File: src/inc/oss_pkg.sv
/*
 * Shared constants of the optical sensor measurement scheduler:
 * register offsets, field positions, timing figures and helpers.
 * Assumes a 40 MHz system clock and 32-bit register words.
 */
package oss_pkg;

    // Clock period in ns at 40 MHz
    localparam int CLK_NS = 25;

    // Timing figures, ns as printed
    localparam int WAKE_OVH_NS = 12800;  // Rate counter advance
    localparam int GRP_OVH_NS = 51200;   // Per period start overhead
    localparam int PROX_FIX_NS = 2000;   // Fixed part of a prox phase
    localparam int AMB_FIX_NS = 4000;    // Fixed part of a visible/ir conv
    localparam int INTEG_NS = 25600;     // Base integration time
    localparam int AUX_NS = 61500;       // Auxiliary conversion
    localparam int ADC_CLK_NS = 50;      // ADC clock of the 20 MHz core
    localparam int REC_MIN_NS = 6400;    // Code 000 recovery time
    localparam int TICK_UNIT_NS = 31250; // Base interval unit (1/32000 s)

    // Cycle counts, least times rounded up
    localparam int WAKE_OVH_CYC = (WAKE_OVH_NS + CLK_NS - 1) / CLK_NS;
    localparam int GRP_OVH_CYC = (GRP_OVH_NS + CLK_NS - 1) / CLK_NS;
    localparam int PROX_FIX_CYC = (PROX_FIX_NS + CLK_NS - 1) / CLK_NS;
    localparam int AMB_FIX_CYC = (AMB_FIX_NS + CLK_NS - 1) / CLK_NS;
    localparam int INTEG_CYC = (INTEG_NS + CLK_NS - 1) / CLK_NS;
    localparam int AUX_CYC = (AUX_NS + CLK_NS - 1) / CLK_NS;
    localparam int ADC_CLK_CYC = (ADC_CLK_NS + CLK_NS - 1) / CLK_NS;
    localparam int REC_MIN_CYC = (REC_MIN_NS + CLK_NS - 1) / CLK_NS;
    localparam int TICK_UNIT_CYC = (TICK_UNIT_NS + CLK_NS - 1) / CLK_NS;

    // Widths
    localparam int ADDR_W = 8;
    localparam int DATA_W = 32;
    localparam int RES_W = 16;
    localparam int FACT_W = 16;
    localparam int DUR_W = 21;
    localparam int WAKE_W = 28;
    localparam int N_PROX = 3;
    localparam int N_RES = 6;

    // Register byte offsets
    localparam logic [7:0] OFS_CTRL = 8'h00;
    localparam logic [7:0] OFS_BASE = 8'h04;
    localparam logic [7:0] OFS_RATE = 8'h08;
    localparam logic [7:0] OFS_GAIN = 8'h0c;
    localparam logic [7:0] OFS_IRQ_STAT = 8'h10;
    localparam logic [7:0] OFS_IRQ_MASK = 8'h14;
    localparam logic [7:0] OFS_STATUS = 8'h18;
    localparam logic [7:0] OFS_DATA0 = 8'h20;

    // Control fields
    localparam int CTRL_RUN = 0;
    localparam int CTRL_PROX_EN = 1;     // Three bits, one per channel
    localparam int CTRL_VIS_EN = 4;
    localparam int CTRL_IR_EN = 5;
    localparam int CTRL_AUX_EN = 6;
    localparam int CTRL_W = 7;

    // Gain register fields, one byte per channel group
    localparam int GAIN_PROX = 0;
    localparam int GAIN_VIS = 8;
    localparam int GAIN_IR = 16;
    localparam int FLD_GAIN = 0;         // Three bits
    localparam int FLD_REC = 3;          // Three bits
    localparam int FLD_RANGE = 6;

    // Result slots and interrupt bits share this layout
    localparam int SLOT_VIS = 3;
    localparam int SLOT_IR = 4;
    localparam int SLOT_AUX = 5;

    // Reset values
    localparam logic [31:0] RST_ZERO = 32'h0000_0000;

    // Recovery delay in system clocks for a 3-bit code
    function automatic logic [11:0] rec_cycles(input logic [2:0] code);
        logic [11:0] adc_clks;
        adc_clks = (12'h004 << code) - 12'h001;
        if (code == 3'h0)
            return 12'(REC_MIN_CYC);
        return 12'(adc_clks * 12'(ADC_CLK_CYC));
    endfunction

endpackage

File: src/hdl/oss_scheduler.sv
/*
 * Measurement scheduler of an optical proximity and ambient sensor:
 * wake-up timer, rate counters, overhead and conversion timing,
 * result registers and interrupt. Assumes a 40 MHz clock, inputs
 * synchronous to it, and a one-cycle strobe register port.
 */
// The address map and strobed register access were chosen for this implementation.
`timescale 1ns/10ps
// How it works
// - wake-up tick period equals base interval setting
// - prox/ambient periods are base times factor
// - zero prox factor means no prox activity
// - zero ambient factor suppresses vis, ir, aux
// - every tick costs 12.8 us active
// - prox period start adds 51.2 us overhead
// - ambient period start adds 51.2 us overhead
// - prox conversion is two gain-scaled phases
// - one conversion per enabled prox channel, own LED
// - visible conversion time from gain and recovery
// - infrared conversion time from gain and recovery
// - auxiliary conversion takes 61.5 us
// - recovery code selects ADC clock delay
// - gain code n scales integration by 2^n
// - standby whenever nothing is in progress
// - timing derived from internal system clock
// - result stored and interrupt raised per measurement
module oss_scheduler
    import oss_pkg::*;
#(
    parameter int TICK_CYC = oss_pkg::TICK_UNIT_CYC
) (
    // Clock and reset
    input wire logic SYS_CLK_I,
    input wire logic RESET_N_I,
    // Register port
    input wire logic [oss_pkg::ADDR_W-1:0] ADDR_I,
    input wire logic [oss_pkg::DATA_W-1:0] WDATA_I,
    input wire logic WR_I,
    input wire logic RD_I,
    output logic [oss_pkg::DATA_W-1:0] RDATA_O,
    // Converter result
    input wire logic [oss_pkg::RES_W-1:0] ADC_RESULT_I,
    // Activity and LEDs
    output logic ACTIVE_O,
    output logic [oss_pkg::N_PROX-1:0] LED_O,
    // Interrupt
    output logic IRQ_O
);
    import oss_pkg::*;

    initial
    begin
        if (TICK_CYC < 1 || TICK_CYC > 2047)
            $error("oss_scheduler: TICK_CYC out of range");
    end

    typedef enum logic [2:0] {
        ST_STANDBY, ST_WAKE, ST_PROX_OVH, ST_PROX,
        ST_AMB_OVH, ST_VIS, ST_IR, ST_AUX
    } oss_state_t;

    // Software registers
    logic [CTRL_W-1:0] ctrl_q;
    logic [FACT_W-1:0] base_q;
    logic [FACT_W-1:0] prox_period_factor;
    logic [FACT_W-1:0] ambient_period_factor;
    logic [31:0] gain_q;
    logic [N_RES-1:0] irq_stat_q;
    logic [N_RES-1:0] irq_mask_q;
    logic [RES_W-1:0] data_q [N_RES];  // Result slots
    logic [DATA_W-1:0] rdata_q;

    // Scheduler state
    oss_state_t state_q, state_d;
    logic [1:0] chan_q, chan_d;         // Current prox channel
    logic phase_q, phase_d;             // Prox phase, two per channel
    logic run_q;                        // Previous run bit
    logic wake_pend_q;                  // Tick waiting for service
    logic prox_due_q, amb_due_q;        // Groups waiting for service
    logic active_q;
    logic [N_PROX-1:0] led_q;

    // Named fields
    wire run = ctrl_q[CTRL_RUN];
    wire [N_PROX-1:0] prox_en = ctrl_q[CTRL_PROX_EN +: N_PROX];
    wire vis_en = ctrl_q[CTRL_VIS_EN];
    wire ir_en = ctrl_q[CTRL_IR_EN];
    wire aux_en = ctrl_q[CTRL_AUX_EN];
    wire [2:0] prox_gain_code = gain_q[GAIN_PROX + FLD_GAIN +: 3];
    wire [2:0] prox_recovery_code = gain_q[GAIN_PROX + FLD_REC +: 3];
    wire [2:0] visible_gain_code = gain_q[GAIN_VIS + FLD_GAIN +: 3];
    wire [2:0] visible_recovery_code = gain_q[GAIN_VIS + FLD_REC +: 3];
    wire [2:0] infrared_gain_code = gain_q[GAIN_IR + FLD_GAIN +: 3];
    wire [2:0] infrared_recovery_code = gain_q[GAIN_IR + FLD_REC +: 3];

    // Register decode
    wire wr_ctrl = WR_I && (ADDR_I == OFS_CTRL);
    wire wr_base = WR_I && (ADDR_I == OFS_BASE);
    wire wr_rate = WR_I && (ADDR_I == OFS_RATE);
    wire wr_gain = WR_I && (ADDR_I == OFS_GAIN);
    wire wr_stat = WR_I && (ADDR_I == OFS_IRQ_STAT);
    wire wr_mask = WR_I && (ADDR_I == OFS_IRQ_MASK);
    wire [ADDR_W-1:0] data_ofs = ADDR_I - OFS_DATA0;
    wire [2:0] data_idx = data_ofs[4:2];
    wire data_hit = (ADDR_I >= OFS_DATA0) && (data_ofs[1:0] == 2'h0)
                    && (data_idx < 3'(N_RES)) && (data_ofs[7:5] == 3'h0);

    // Timing of the current step, scaled by gain and recovery
    wire [DUR_W-1:0] prox_base = DUR_W'(INTEG_CYC)
                                 + DUR_W'(rec_cycles(prox_recovery_code));
    wire [DUR_W-1:0] vis_base = DUR_W'(INTEG_CYC)
                                + DUR_W'(rec_cycles(visible_recovery_code));
    wire [DUR_W-1:0] ir_base = DUR_W'(INTEG_CYC)
                               + DUR_W'(rec_cycles(infrared_recovery_code));
    // Phase: 2 us plus (25.6 us + recovery) << gain
    wire [DUR_W-1:0] prox_dur = DUR_W'(PROX_FIX_CYC)
                                + (prox_base << prox_gain_code);
    // Twice the scaled term plus 4 us
    // Shift held at four bits so gain code 7 does not wrap to zero
    wire [3:0] vis_shift = 4'(visible_gain_code) + 4'h1;
    wire [3:0] ir_shift = 4'(infrared_gain_code) + 4'h1;
    wire [DUR_W-1:0] vis_dur = DUR_W'(AMB_FIX_CYC)
                               + (vis_base << vis_shift);
    // Same form for the infrared channel
    wire [DUR_W-1:0] ir_dur = DUR_W'(AMB_FIX_CYC)
                              + (ir_base << ir_shift);

    // Wake-up timer: base setting times the tick unit
    wire run_rise = run && !run_q;
    wire wake_done;
    wire [WAKE_W-1:0] wake_len = WAKE_W'(base_q) * WAKE_W'(TICK_CYC);
    wire wake_load = run_rise || wake_done || !run;
    wire tick = wake_done && run;
    // Zero length when stopped keeps the timer idle
    wire [WAKE_W-1:0] wake_val = run ? wake_len : '0;

    oss_down_timer #(.W(WAKE_W)) u_wake_timer (
        .clk_i(SYS_CLK_I),
        .rst_n_i(RESET_N_I),
        .load_i(wake_load),
        .value_i(wake_val),
        .done_o(wake_done)
    );

    // Rate counters advanced by each tick
    wire prox_due, amb_due;

    oss_rate_counter #(.W(FACT_W)) u_prox_rate (
        .clk_i(SYS_CLK_I),
        .rst_n_i(RESET_N_I),
        .start_i(run_rise),
        .tick_i(tick),
        .factor_i(prox_period_factor),
        .due_o(prox_due)
    );

    oss_rate_counter #(.W(FACT_W)) u_amb_rate (
        .clk_i(SYS_CLK_I),
        .rst_n_i(RESET_N_I),
        .start_i(run_rise),
        .tick_i(tick),
        .factor_i(ambient_period_factor),
        .due_o(amb_due)
    );

    // Step timer: loaded on every state entry or phase restart
    logic step;
    logic [DUR_W-1:0] dur_d;
    wire step_done;

    oss_down_timer #(.W(DUR_W)) u_step_timer (
        .clk_i(SYS_CLK_I),
        .rst_n_i(RESET_N_I),
        .load_i(step),
        .value_i(dur_d),
        .done_o(step_done)
    );

    // First enabled prox channel at or above a start index
    function automatic logic [2:0] next_chan(input logic [N_PROX-1:0] en,
                                             input logic [2:0] from);
        logic [2:0] found;
        found = 3'h7;
        for (int i = N_PROX - 1; i >= 0; i--)
            if (en[i] && 3'(i) >= from)
                found = 3'(i);
        return found;
    endfunction

    wire [2:0] first_chan = next_chan(prox_en, 3'h0);
    wire [2:0] later_chan = next_chan(prox_en, 3'(chan_q) + 3'h1);
    // Ambient channels only run inside an ambient period
    wire [2:0] amb_first = vis_en ? 3'h1 : ir_en ? 3'h2 : aux_en ? 3'h3
                           : 3'h0;

    // Result capture at the end of each conversion
    logic store;
    logic [2:0] store_idx;

    // Next state, step length and result capture
    always_comb
    begin
        state_d = state_q;
        chan_d = chan_q;
        phase_d = phase_q;
        step = 1'b0;
        dur_d = '0;
        store = 1'b0;
        store_idx = 3'h0;
        case (state_q)
            // Leave standby only for a pending tick
            ST_STANDBY:
                if (wake_pend_q && run)
                    state_d = ST_WAKE;
            // Counter advance done; pick the due group
            ST_WAKE:
                if (step_done)
                    state_d = prox_due_q ? ST_PROX_OVH
                              : amb_due_q ? ST_AMB_OVH : ST_STANDBY;
            // Prox period overhead, then channels in order
            ST_PROX_OVH:
                if (step_done)
                begin
                    if (first_chan != 3'h7)
                    begin
                        state_d = ST_PROX;
                        chan_d = first_chan[1:0];
                        phase_d = 1'b0;
                    end
                    else
                        state_d = amb_due_q ? ST_AMB_OVH : ST_STANDBY;
                end
            // Two phases per channel, result after the second
            ST_PROX:
                if (step_done)
                begin
                    if (!phase_q)
                    begin
                        phase_d = 1'b1;
                        step = 1'b1;  // Restart for phase two
                        dur_d = prox_dur;
                    end
                    else
                    begin
                        store = 1'b1;
                        store_idx = 3'(chan_q);
                        phase_d = 1'b0;
                        if (later_chan != 3'h7)
                        begin
                            chan_d = later_chan[1:0];
                            step = 1'b1;
                            dur_d = prox_dur;
                        end
                        else
                            state_d = amb_due_q ? ST_AMB_OVH : ST_STANDBY;
                    end
                end
            // Ambient period overhead covers vis, ir and aux
            ST_AMB_OVH:
                if (step_done)
                    case (amb_first)
                        3'h1: state_d = ST_VIS;
                        3'h2: state_d = ST_IR;
                        3'h3: state_d = ST_AUX;
                        default: state_d = ST_STANDBY;
                    endcase
            ST_VIS:
                if (step_done)
                begin
                    store = 1'b1;
                    store_idx = 3'(SLOT_VIS);
                    state_d = ir_en ? ST_IR : aux_en ? ST_AUX : ST_STANDBY;
                end
            ST_IR:
                if (step_done)
                begin
                    store = 1'b1;
                    store_idx = 3'(SLOT_IR);
                    state_d = aux_en ? ST_AUX : ST_STANDBY;
                end
            ST_AUX:
                if (step_done)
                begin
                    store = 1'b1;
                    store_idx = 3'(SLOT_AUX);
                    state_d = ST_STANDBY;
                end
            default:
                state_d = ST_STANDBY;
        endcase
        // Length of the state being entered
        if (state_d != state_q)
        begin
            step = 1'b1;
            case (state_d)
                ST_WAKE: dur_d = DUR_W'(WAKE_OVH_CYC);
                ST_PROX_OVH: dur_d = DUR_W'(GRP_OVH_CYC);
                ST_AMB_OVH: dur_d = DUR_W'(GRP_OVH_CYC);
                ST_PROX: dur_d = prox_dur;
                ST_VIS: dur_d = vis_dur;
                ST_IR: dur_d = ir_dur;
                ST_AUX: dur_d = DUR_W'(AUX_CYC);
                default: dur_d = '0;
            endcase
        end
    end

    // Interrupt events, one bit per result slot
    wire [N_RES-1:0] evt = store ? (N_RES'(1) << store_idx) : '0;

    // State, channel and activity flops
    always_ff @(posedge SYS_CLK_I or negedge RESET_N_I)
    begin
        if (!RESET_N_I)
        begin
            state_q <= ST_STANDBY;
            chan_q <= 2'h0;
            phase_q <= 1'b0;
            active_q <= 1'b0;
            led_q <= '0;
        end
        else
        begin
            state_q <= state_d;
            chan_q <= chan_d;
            phase_q <= phase_d;
            active_q <= (state_d != ST_STANDBY);
            // Each channel lights its own LED
            led_q <= (state_d == ST_PROX) ? (N_PROX'(1) << chan_d) : '0;
        end
    end

    // Pending tick and due groups; a new event wins over the clear
    always_ff @(posedge SYS_CLK_I or negedge RESET_N_I)
    begin
        if (!RESET_N_I)
        begin
            run_q <= 1'b0;
            wake_pend_q <= 1'b0;
            prox_due_q <= 1'b0;
            amb_due_q <= 1'b0;
        end
        else
        begin
            run_q <= run;
            wake_pend_q <= run && (tick ||
                           (wake_pend_q && state_d != ST_WAKE));
            prox_due_q <= run && (prox_due ||
                          (prox_due_q && state_d != ST_PROX_OVH));
            amb_due_q <= run && (amb_due ||
                         (amb_due_q && state_d != ST_AMB_OVH));
        end
    end

    // Configuration registers
    always_ff @(posedge SYS_CLK_I or negedge RESET_N_I)
    begin
        if (!RESET_N_I)
        begin
            ctrl_q <= '0;
            base_q <= '0;
            prox_period_factor <= '0;
            ambient_period_factor <= '0;
            gain_q <= RST_ZERO;
            irq_mask_q <= '0;
        end
        else
        begin
            if (wr_ctrl)
                ctrl_q <= WDATA_I[CTRL_W-1:0];
            if (wr_base)
                base_q <= WDATA_I[FACT_W-1:0];
            if (wr_rate)
            begin
                prox_period_factor <= WDATA_I[FACT_W-1:0];
                ambient_period_factor <= WDATA_I[2*FACT_W-1:FACT_W];
            end
            // Codes are taken as written; host picks recovery
            if (wr_gain)
                gain_q <= WDATA_I;
            if (wr_mask)
                irq_mask_q <= WDATA_I[N_RES-1:0];
        end
    end

    // Sticky status, write one to clear, set wins
    always_ff @(posedge SYS_CLK_I or negedge RESET_N_I)
    begin
        if (!RESET_N_I)
            irq_stat_q <= '0;
        else
            irq_stat_q <= evt |
                          (irq_stat_q & ~(wr_stat ? WDATA_I[N_RES-1:0] : '0));
    end

    // Result slots
    always_ff @(posedge SYS_CLK_I or negedge RESET_N_I)
    begin
        if (!RESET_N_I)
        begin
            for (int i = 0; i < N_RES; i++)
                data_q[i] <= '0;
        end
        else if (store)
            data_q[store_idx] <= ADC_RESULT_I;
    end

    // Read mux; unmapped addresses read zero
    logic [DATA_W-1:0] rd_mux;
    always_comb
    begin
        rd_mux = '0;
        case (ADDR_I)
            OFS_CTRL: rd_mux = DATA_W'(ctrl_q);
            OFS_BASE: rd_mux = DATA_W'(base_q);
            OFS_RATE: rd_mux = {ambient_period_factor, prox_period_factor};
            OFS_GAIN: rd_mux = gain_q;
            OFS_IRQ_STAT: rd_mux = DATA_W'(irq_stat_q);
            OFS_IRQ_MASK: rd_mux = DATA_W'(irq_mask_q);
            OFS_STATUS: rd_mux = DATA_W'({amb_due_q, prox_due_q,
                                          wake_pend_q, active_q});
            default:
                if (data_hit)
                    rd_mux = DATA_W'(data_q[data_idx]);
        endcase
    end

    // Read data stands only in the cycle after the strobe
    always_ff @(posedge SYS_CLK_I or negedge RESET_N_I)
    begin
        if (!RESET_N_I)
            rdata_q <= '0;
        else
            rdata_q <= RD_I ? rd_mux : '0;
    end

    assign RDATA_O = rdata_q;
    assign ACTIVE_O = active_q;
    assign LED_O = led_q;
    // Level interrupt from unmasked sticky bits
    assign IRQ_O = |(irq_stat_q & irq_mask_q);
endmodule

File: src/hdl/oss_down_timer.sv
/*
 * Reloadable down-counter: pulses done after the loaded number
 * of cycles. Assumes one clock and an active-low async reset.
 */
`timescale 1ns/10ps
module oss_down_timer #(
    parameter int W = 8
) (
    // Clock and reset
    input wire logic clk_i,
    input wire logic rst_n_i,
    // Control
    input wire logic load_i,
    input wire logic [W-1:0] value_i,
    // Expiry
    output logic done_o
);
    initial
    begin
        if (W < 2)
            $error("oss_down_timer: W too small");
    end

    logic [W-1:0] cnt_q; // Cycles left, zero when idle

    // Last cycle of the loaded span; zero load never expires.
    // Kept free of load_i: callers reload from done_o itself,
    // so a path back through load_i would loop on itself.
    assign done_o = (cnt_q == W'(1));

    // Count down, load has priority
    always_ff @(posedge clk_i or negedge rst_n_i)
    begin
        if (!rst_n_i)
            cnt_q <= '0;
        else if (load_i)
            cnt_q <= value_i;
        else if (cnt_q != '0)
            cnt_q <= cnt_q - W'(1);
    end
endmodule

File: src/hdl/oss_rate_counter.sv
/*
 * Period factor counter advanced by wake-up ticks; signals a due
 * measurement group. Assumes ticks are one-cycle pulses.
 */
`timescale 1ns/10ps
module oss_rate_counter #(
    parameter int W = 16
) (
    // Clock and reset
    input wire logic clk_i,
    input wire logic rst_n_i,
    // Control
    input wire logic start_i,
    input wire logic tick_i,
    input wire logic [W-1:0] factor_i,
    // Group due pulse
    output logic due_o
);
    initial
    begin
        if (W < 1)
            $error("oss_rate_counter: W too small");
    end

    logic [W-1:0] cnt_q; // Ticks left in the current period
    logic expire;        // Counter at its last tick

    // A zero factor never fires, so no group and no overhead
    assign expire = (cnt_q <= W'(1)) && (factor_i != '0);
    assign due_o = tick_i && expire && !start_i;

    // Decrement per tick, reload from the factor on expiry
    always_ff @(posedge clk_i or negedge rst_n_i)
    begin
        if (!rst_n_i)
            cnt_q <= '0;
        else if (start_i)
            cnt_q <= factor_i;
        else if (tick_i)
            cnt_q <= expire ? factor_i : cnt_q - W'(1);
    end
endmodule

File: config.mk
export PLATFORM = sky130hd
export DESIGN_NAME = oss_scheduler
export DESIGN_NICKNAME = d
export VERILOG_FILES = /design/src/inc/oss_pkg.sv /design/src/hdl/oss_scheduler.sv /design/src/hdl/oss_down_timer.sv /design/src/hdl/oss_rate_counter.sv
export SDC_FILE = /design/constraint.sdc
export NUM_CORES = 1
export LEC_CHECK = 0
export BUFFER_PORTS_ARGS = -buffer_cell sky130_fd_sc_hd__buf_2
export CAP_MARGIN = 20
export CORE_MARGIN = 4
export CORE_UTILIZATION = 45
export DETAILED_ROUTE_END_ITERATION = 7
export GPL_ROUTABILITY_DRIVEN = 0
export GPL_TIMING_DRIVEN = 0
export PLACE_DENSITY = 0.67
export SLEW_MARGIN = 0
export SYNTH_ARGS = -nofsm -noshare
export SYNTH_HDL_FRONTEND = slang
export SYNTH_SLANG_ARGS = --single-unit
File: constraint.sdc
create_clock -name SYS_CLK_I -period 14.2 [get_ports SYS_CLK_I]
set_input_delay 3.55 -clock SYS_CLK_I [delete_from_list [all_inputs] [get_ports SYS_CLK_I]]
set_output_delay 3.55 -clock SYS_CLK_I [all_outputs]
set_load 0.05 [all_outputs]
After elaboration in Yosys (flattened, before gate mapping)
Index checks and enable logic that the tools add are counted.
- flip-flop bits (word level): 322
- input port bits: 60
- output and inout port bits: 37
- word-level logic and storage cells: 249
- add/sub/neg operators: 17
- multipliers: 1
- order comparisons: 10
- eq/ne operators: 34
- shifts and indexed selects: 8
- mux-type cells: 90
- bitwise gates (word level): 6
- reductions and logical operators: 56
- operators with widths (cell ; count):
    $pmux W32 S7 ; 1
    $mux W16 ; 10
    $mux W21 ; 7
    $pmux W21 S6 ; 1
    $bwmux W96 ; 1
    $mux W12 ; 6
    $mux W3 ; 24
    $mux W28 ; 2
    $bmux W16 S3 ; 1
    $demux W16 S3 ; 1
    $add A8 B21 Y21 const A ; 2
    $shl A13 B4 Y21 ; 2
    $add A11 B12 Y13 const A ; 3
    $shl A3 B3 Y11 const A ; 3
    $sub A11 B1 Y11 const B ; 3
    $le A16 B1 Y1 const B ; 2
    $mux W32 ; 1
    $reduce_bool A16 Y1 ; 2
    $sub A16 B1 Y16 const B ; 2
    $eq A28 B1 Y1 const B ; 1
    $logic_and A1 B1 Y1 ; 28
    $reduce_bool A28 Y1 ; 1
    $sub A28 B1 Y28 const B ; 1
    $mux W27 ; 1
    other kinds (53) ; 116

Longest topological paths before layout
- depth in word-level cells: 16
- mapped depth: 19

Cells and area by module
Synthesis repeated with hierarchy kept, for this count alone.
- cell total of the unflattened synthesis: 2291
- area total of the unflattened synthesis: 21898.5 um^2
- by module, submodules not included (module ; times used ; cells an instance ; area an instance (um^2) ; sequential area each (um^2)):
    oss_scheduler ; 1 ; 1675 ; 16528.4 ; 6030.8
    oss_rate_counter ; 2 ; 142 ; 1169.9 ; 400.4
    oss_down_timer at u_wake_timer ; 1 ; 183 ; 1746.7 ; 700.7
    oss_down_timer at u_step_timer ; 1 ; 149 ; 1283.7 ; 525.5

Worst setup path after synthesis
No wires, ideal clock.
- path type: input-to-reg
- from: input ADDR_I[1] (netlist name)
- to: register gain_q[10]
- setup time: 125 ps
- arrival: 5519 ps
- required time: 14075 ps
- slack: 8556 ps
- stages on the path: 8
- buffers on the path: 2
- cell sequence: nor4_1 -> nand2b_1 -> nor2_1 -> and3_1 -> clkbuf_1 -> nand2_1 -> buf_1 -> mux2_2
- longest elaborated chain between the ends: 2
- ends and longest elaborated chain (item ; line ; RTL):
    from (decl) ; oss_scheduler.sv:36 ; input wire logic [oss_pkg::ADDR_W-1:0] ADDR_I,
    $eq A8 B4 Y1 ; oss_scheduler.sv:100 ; wire wr_gain = WR_I && (ADDR_I == OFS_GAIN);
    $logic_and A1 B1 Y1 ; oss_scheduler.sv:100 ;
    to (signal assigned) ; oss_scheduler.sv:364 ; gain_q <= RST_ZERO;
    to (signal assigned) ; oss_scheduler.sv:380 ; gain_q <= WDATA_I;
    to (decl) ; oss_scheduler.sv:67 ; logic [31:0] gain_q;
No other way between the ends.
A chain may end at the register's enable or synchronous reset.

Worst setup path after layout
- from: input ADDR_I[1] (netlist name)
- to: register gain_q[11]
The elaborated chain is that of the path after synthesis.

==> impl_metrics.prom <==
# TYPE chip_impl_metric gauge
chip_impl_info{name="outcome",value="complete, no violations"} 1
chip_impl_info{name="path_class",value="in2reg"} 1
chip_impl_metric{name="ant_nets",unit=""} 0
chip_impl_metric{name="syn-mean-instance-area",unit="um2"} 9.39
chip_impl_metric{name="wl",unit="um"} 62500
chip_impl_metric{name="start_util",unit="%"} 45.7
chip_impl_metric{name="ys_async_sr_fraction",unit="%"} 100
chip_impl_metric{name="worst_setup_hold_path_clk_slew",unit="ns"} 0.06
chip_impl_info{name="grt_setup_unrepaired",value="false"} 1
chip_impl_metric{name="ctsHoldBuffers",unit=""} 0
chip_impl_metric{name="cp_data_arrival_time",unit="ns"} 7.24
chip_impl_metric{name="timing.critical_path.slowest_cell_delay",unit="ns"} 0.71
chip_impl_metric{name="final_nets",unit=""} 2602
chip_impl_metric{name="timing.final.ws_setup",unit="ns"} 7.35
chip_impl_metric{name="final_min_period_over_clock_period",unit="%"} 48.2
chip_impl_metric{name="tightestPinTransition",unit="ns"} 1.11
chip_impl_metric{name="cts.sink_count",unit=""} 322
chip_impl_metric{name="number_of_optimization_iterations_in_the_first_detailed_route_pass",unit=""} 6
chip_impl_metric{name="synthesis.yosys.warnings",unit=""} 0
chip_impl_metric{name="total_leakage_power",unit="nW"} 11.1
chip_impl_metric{name="netlist_instances",unit=""} 2278
chip_impl_info{name="worstReg2RegStart",value="u_step_timer.cnt_q[3]"} 1
chip_impl_metric{name="synth_edf_count",unit=""} 0
chip_impl_metric{name="cts_resized",unit=""} 0
chip_impl_metric{name="die_w",unit="um"} 226
chip_impl_metric{name="num_rows",unit=""} 79
chip_impl_metric{name="pin_count",unit=""} 97
chip_impl_info{name="cts_tree",value="done"} 1
chip_impl_metric{name="postCtsSetupBuffers",unit=""} 0
chip_impl_metric{name="ys_ff_latch",unit=""} 322
chip_impl_info{name="postSynth.topFlopCell",value="sky130_fd_sc_hd__dfrtp_1"} 1
chip_impl_metric{name="tritoncts.num_buffers",unit=""} 36
chip_impl_metric{name="critPathRequiredTime",unit="ns"} 14.60
chip_impl_metric{name="setup_viol",unit=""} 0
chip_impl_info{name="critical_path_sink_type",value="flop"} 1
chip_impl_metric{name="via_count_of_the_first_global_routing_pass",unit=""} 18039
chip_impl_metric{name="pin_count_of_the_biggest_net_entering_global_routing",unit=""} 106
chip_impl_metric{name="dp_worst_setup_slack",unit="ns"} 7.09
chip_impl_metric{name="layout_min_cycle_time",unit="ns"} 6.85
chip_impl_metric{name="nFillCells",unit=""} 4257
chip_impl_info{name="timing.hold.worst.start",value="ctrl_q[0]"} 1
chip_impl_metric{name="worstSkewPairLatency",unit="ns"} 0.55
chip_impl_metric{name="dieArea",unit="um2"} 51100
chip_impl_metric{name="max-slew-margin-rel",unit="%"} 26.1
chip_impl_info{name="worst_setup_path_start_kind",value="input port"} 1
chip_impl_metric{name="grt_first_pass_wirelength",unit="um"} 99500
chip_impl_metric{name="post_drt_wl_per_cell",unit="um"} 20.5
chip_impl_info{name="worst_setup_path_startpoint",value="ADDR_I[1]"} 1
chip_impl_metric{name="port_buffers",unit=""} 94
chip_impl_metric{name="syn_to_final_growth",unit="%"} 11.9
chip_impl_metric{name="vias_per_cell",unit=""} 6.14
chip_impl_metric{name="netlist_area",unit="um2"} 21400
chip_impl_metric{name="core",unit="um2"} 46800
chip_impl_metric{name="maxCapViolCount",unit=""} 0
chip_impl_info{name="crit_chain",value="buf_2 > nor4_1 > nand2b_1 > nor2_1 > and3_1 > clkbuf_1 > nand2_1 > buf_1 > mux2_2"} 1
chip_impl_metric{name="cts_buffer_depth",unit=""} 3
chip_impl_metric{name="global_route.usage.total",unit="%"} 24.1
chip_impl_metric{name="dr_total_vias",unit=""} 18770
chip_impl_info{name="ys_top_cells_by_area",value="sky130_fd_sc_hd__dfrtp_1 38%, sky130_fd_sc_hd__mux2_2 11%, sky130_fd_sc_hd__ha_1 5.2%, sky130_fd_sc_hd__nor2_1 3.7%, sky130_fd_sc_hd__o21ai_0 3.7%"} 1
chip_impl_info{name="timing.hold.worst.class",value="reg2reg"} 1
chip_impl_metric{name="timing_hold_violations_final",unit=""} 0
chip_impl_metric{name="final_layout_size_suffix_gt1_share",unit="%"} 16.5
chip_impl_metric{name="finClkSkew",unit="ns"} 0.0370
chip_impl_info{name="cts.root.buffer_cell",value="sky130_fd_sc_hd__clkbuf_16"} 1
chip_impl_metric{name="grt_overflow_total",unit=""} 0
chip_impl_metric{name="drt_first_iter_violations",unit=""} 2090
chip_impl_metric{name="hpwlAfterDp",unit="um"} 46800
chip_impl_metric{name="worstPathMaxFanout",unit=""} 10
chip_impl_metric{name="final_max_slew_viol_count",unit=""} 0
chip_impl_metric{name="chipHeight",unit="um"} 226
chip_impl_metric{name="grt_antenna_before_repair",unit=""} 3
chip_impl_info{name="most_used_standard_cell_by_instance_count_after_synthesis",value="sky130_fd_sc_hd__dfrtp_1"} 1
chip_impl_metric{name="yosysSeqAreaShare",unit="%"} 37.7
chip_impl_metric{name="fmaxAchievable",unit="GHz"} 0.146
chip_impl_metric{name="cts_max_level",unit=""} 2
chip_impl_metric{name="pwr_density_cell",unit="nW/um2"} 104
chip_impl_info{name="timing.critical_path.slowest_stage_cell",value="sky130_fd_sc_hd__nor4_1"} 1
chip_impl_info{name="synth_largest_area_cell",value="sky130_fd_sc_hd__dfrtp_1"} 1
chip_impl_metric{name="drc_errors",unit=""} 0
chip_impl_info{name="synth_commonest_cells",value="322 x sky130_fd_sc_hd__dfrtp_1, 213 x sky130_fd_sc_hd__nor2_1, 200 x sky130_fd_sc_hd__mux2_2"} 1
chip_impl_metric{name="yosysUniqueCellTypes",unit=""} 89
chip_impl_metric{name="setup_total_negative_slack",unit="ns"} 0
chip_impl_metric{name="worst_ir_drop_vdd",unit="V"} 0.0000997
chip_impl_metric{name="share_of_the_synthesized_area_in_the_top_cell_type",unit="%"} 37.7
[critical path: cells and delay by family]
kind	cells	cell delay, ns
and+or+nand+nor	5	2.07
buffers and inverters	3	1.16
muxes	1	0.45
[cell families after synthesis]
| family | after synthesis | synth area share [%] |
|---|---|---|
| AO/OA/AOI/OAI | 572 | 17.2 |
| XOR/XNOR | 70 | 2.87 |
| adder cells (fa/ha/maj) | 124 | 8.47 |
| buffers and inverters | 262 | 4.68 |
| flip-flops | 322 | 37.7 |
| multiplexers | 255 | 14.1 |
| other | 1 | 0.0175 |
| AND/OR/NAND/NOR | 672 | 14.9 |
[where the power goes]
part | switching [mW] | leakage (nW) | total (mW) | internal [mW]
Sequential | 0.0631 | 4.39 | 1.03 | 0.969
Combinational | 0.321 | 6.13 | 0.505 | 0.184
Clock | 0.386 | 0.574 | 0.943 | 0.557
[layout make-up]
class	count	area (um2)	area share (%)
Tap cell	607	759	3.17
Multi-Input combinational cell	1699	12300	51.6
Antenna cell	2	5.00	0.0209
Timing Repair Buffer	98	571	2.39
Buffer	124	482	2.01
Inverter	138	518	2.17
Clock inverter	15	175	0.732
Clock buffer	50	1010	4.24
Sequential cell	322	8060	33.7
[flip-flops by register name, summed over array words and instances (netlist names)]
signal                 count
data_q                    96
RDATA_O                   32
gain_q                    32
u_wake_timer.cnt_q        28
u_step_timer.cnt_q        21
ambient_period_factor     16
base_q                    16
prox_period_factor        16
u_amb_rate.cnt_q          16
u_prox_rate.cnt_q         16
ctrl_q                     7
irq_mask_q                 6
irq_stat_q                 6
LED_O                      3
state_q                    3
chan_q                     2
ACTIVE_O                   1
amb_due_q                  1
phase_q                    1
prox_due_q                 1
run_q                      1
wake_pend_q                1
[layout by cell type (no fill, tap or decap), types with 16 or more instances in the layout]
cell type                   Yosys  layout
sky130_fd_sc_hd__a211oi_1      18      18
sky130_fd_sc_hd__a21o_1        16      16
sky130_fd_sc_hd__a21oi_1      144     144
sky130_fd_sc_hd__a22oi_1       47      47
sky130_fd_sc_hd__and3_1        19      19
sky130_fd_sc_hd__buf_2          4      97
sky130_fd_sc_hd__clkbuf_1     103     111
sky130_fd_sc_hd__clkbuf_16      0      36
sky130_fd_sc_hd__dfrtp_1      322     322
sky130_fd_sc_hd__fa_1          35      35
sky130_fd_sc_hd__ha_1          88      88
sky130_fd_sc_hd__inv_1        131     131
sky130_fd_sc_hd__mux2_2       200     200
sky130_fd_sc_hd__mux2i_1       36      36
sky130_fd_sc_hd__mux4_2        17      17
sky130_fd_sc_hd__nand2_1      164     164
sky130_fd_sc_hd__nand2b_1      28      28
sky130_fd_sc_hd__nand3_1       58      58
sky130_fd_sc_hd__nor2_1       213     213
sky130_fd_sc_hd__nor2b_1       18      18
sky130_fd_sc_hd__nor3_1        73      73
sky130_fd_sc_hd__nor4_1        25      25
sky130_fd_sc_hd__o21ai_0      156     156
sky130_fd_sc_hd__o22ai_1       22      22
sky130_fd_sc_hd__xnor2_1       42      42
sky130_fd_sc_hd__xor2_1        28      28
[metrics by stage]
stage / instances / utilization (%) / area (um2) / power (mW) / hold WS [ns]
2_1_floorplan: 2283 / - / 21400 / 1.38 / 0.372
3_3_place_gp: 2984 / 48.4 / 22600 / 1.52 / 0.388
3_5_place_dp: 2987 / 48.6 / 22700 / 1.54 / 0.385
4_1_cts: 3052 / 51.1 / 23900 / 2.49 / 0.401
5_1_grt: 3053 / 51.2 / 23900 / 2.61 / 0.424
6_report: 3055 / 51.2 / 23900 / 2.48 / 0.403
[worst paths after layout]
check	endpoint	slack [ns]	cells after the start
max	gain_q[11]	7.35	9
min	run_q	0.40	0
max reg2reg	u_step_timer.cnt_q[15]	8.76	17
min reg2reg	run_q	0.40	0
max in group asynchronous	RDATA_O[9]	9.61	4
min in group asynchronous	u_prox_rate.cnt_q[8]	2.96	1
[metal layers]
| metal | wire length [um] | vias up | part of all wire [%] | track usage, % |
|---|---|---|---|---|
| li1 | - | 8504 | - | - |
| met1 | 27300 | 9203 | 44 | 34.4 |
| met2 | 28200 | 895 | 45 | 37.4 |
| met3 | 4720 | 166 | 7.5 | 3.77 |
| met4 | 2340 | 2 | 3.7 | 8.79 |
| met5 | 13 | - | 0.021 | 0 |
Note: power is estimated with default switching activity, not from simulation.
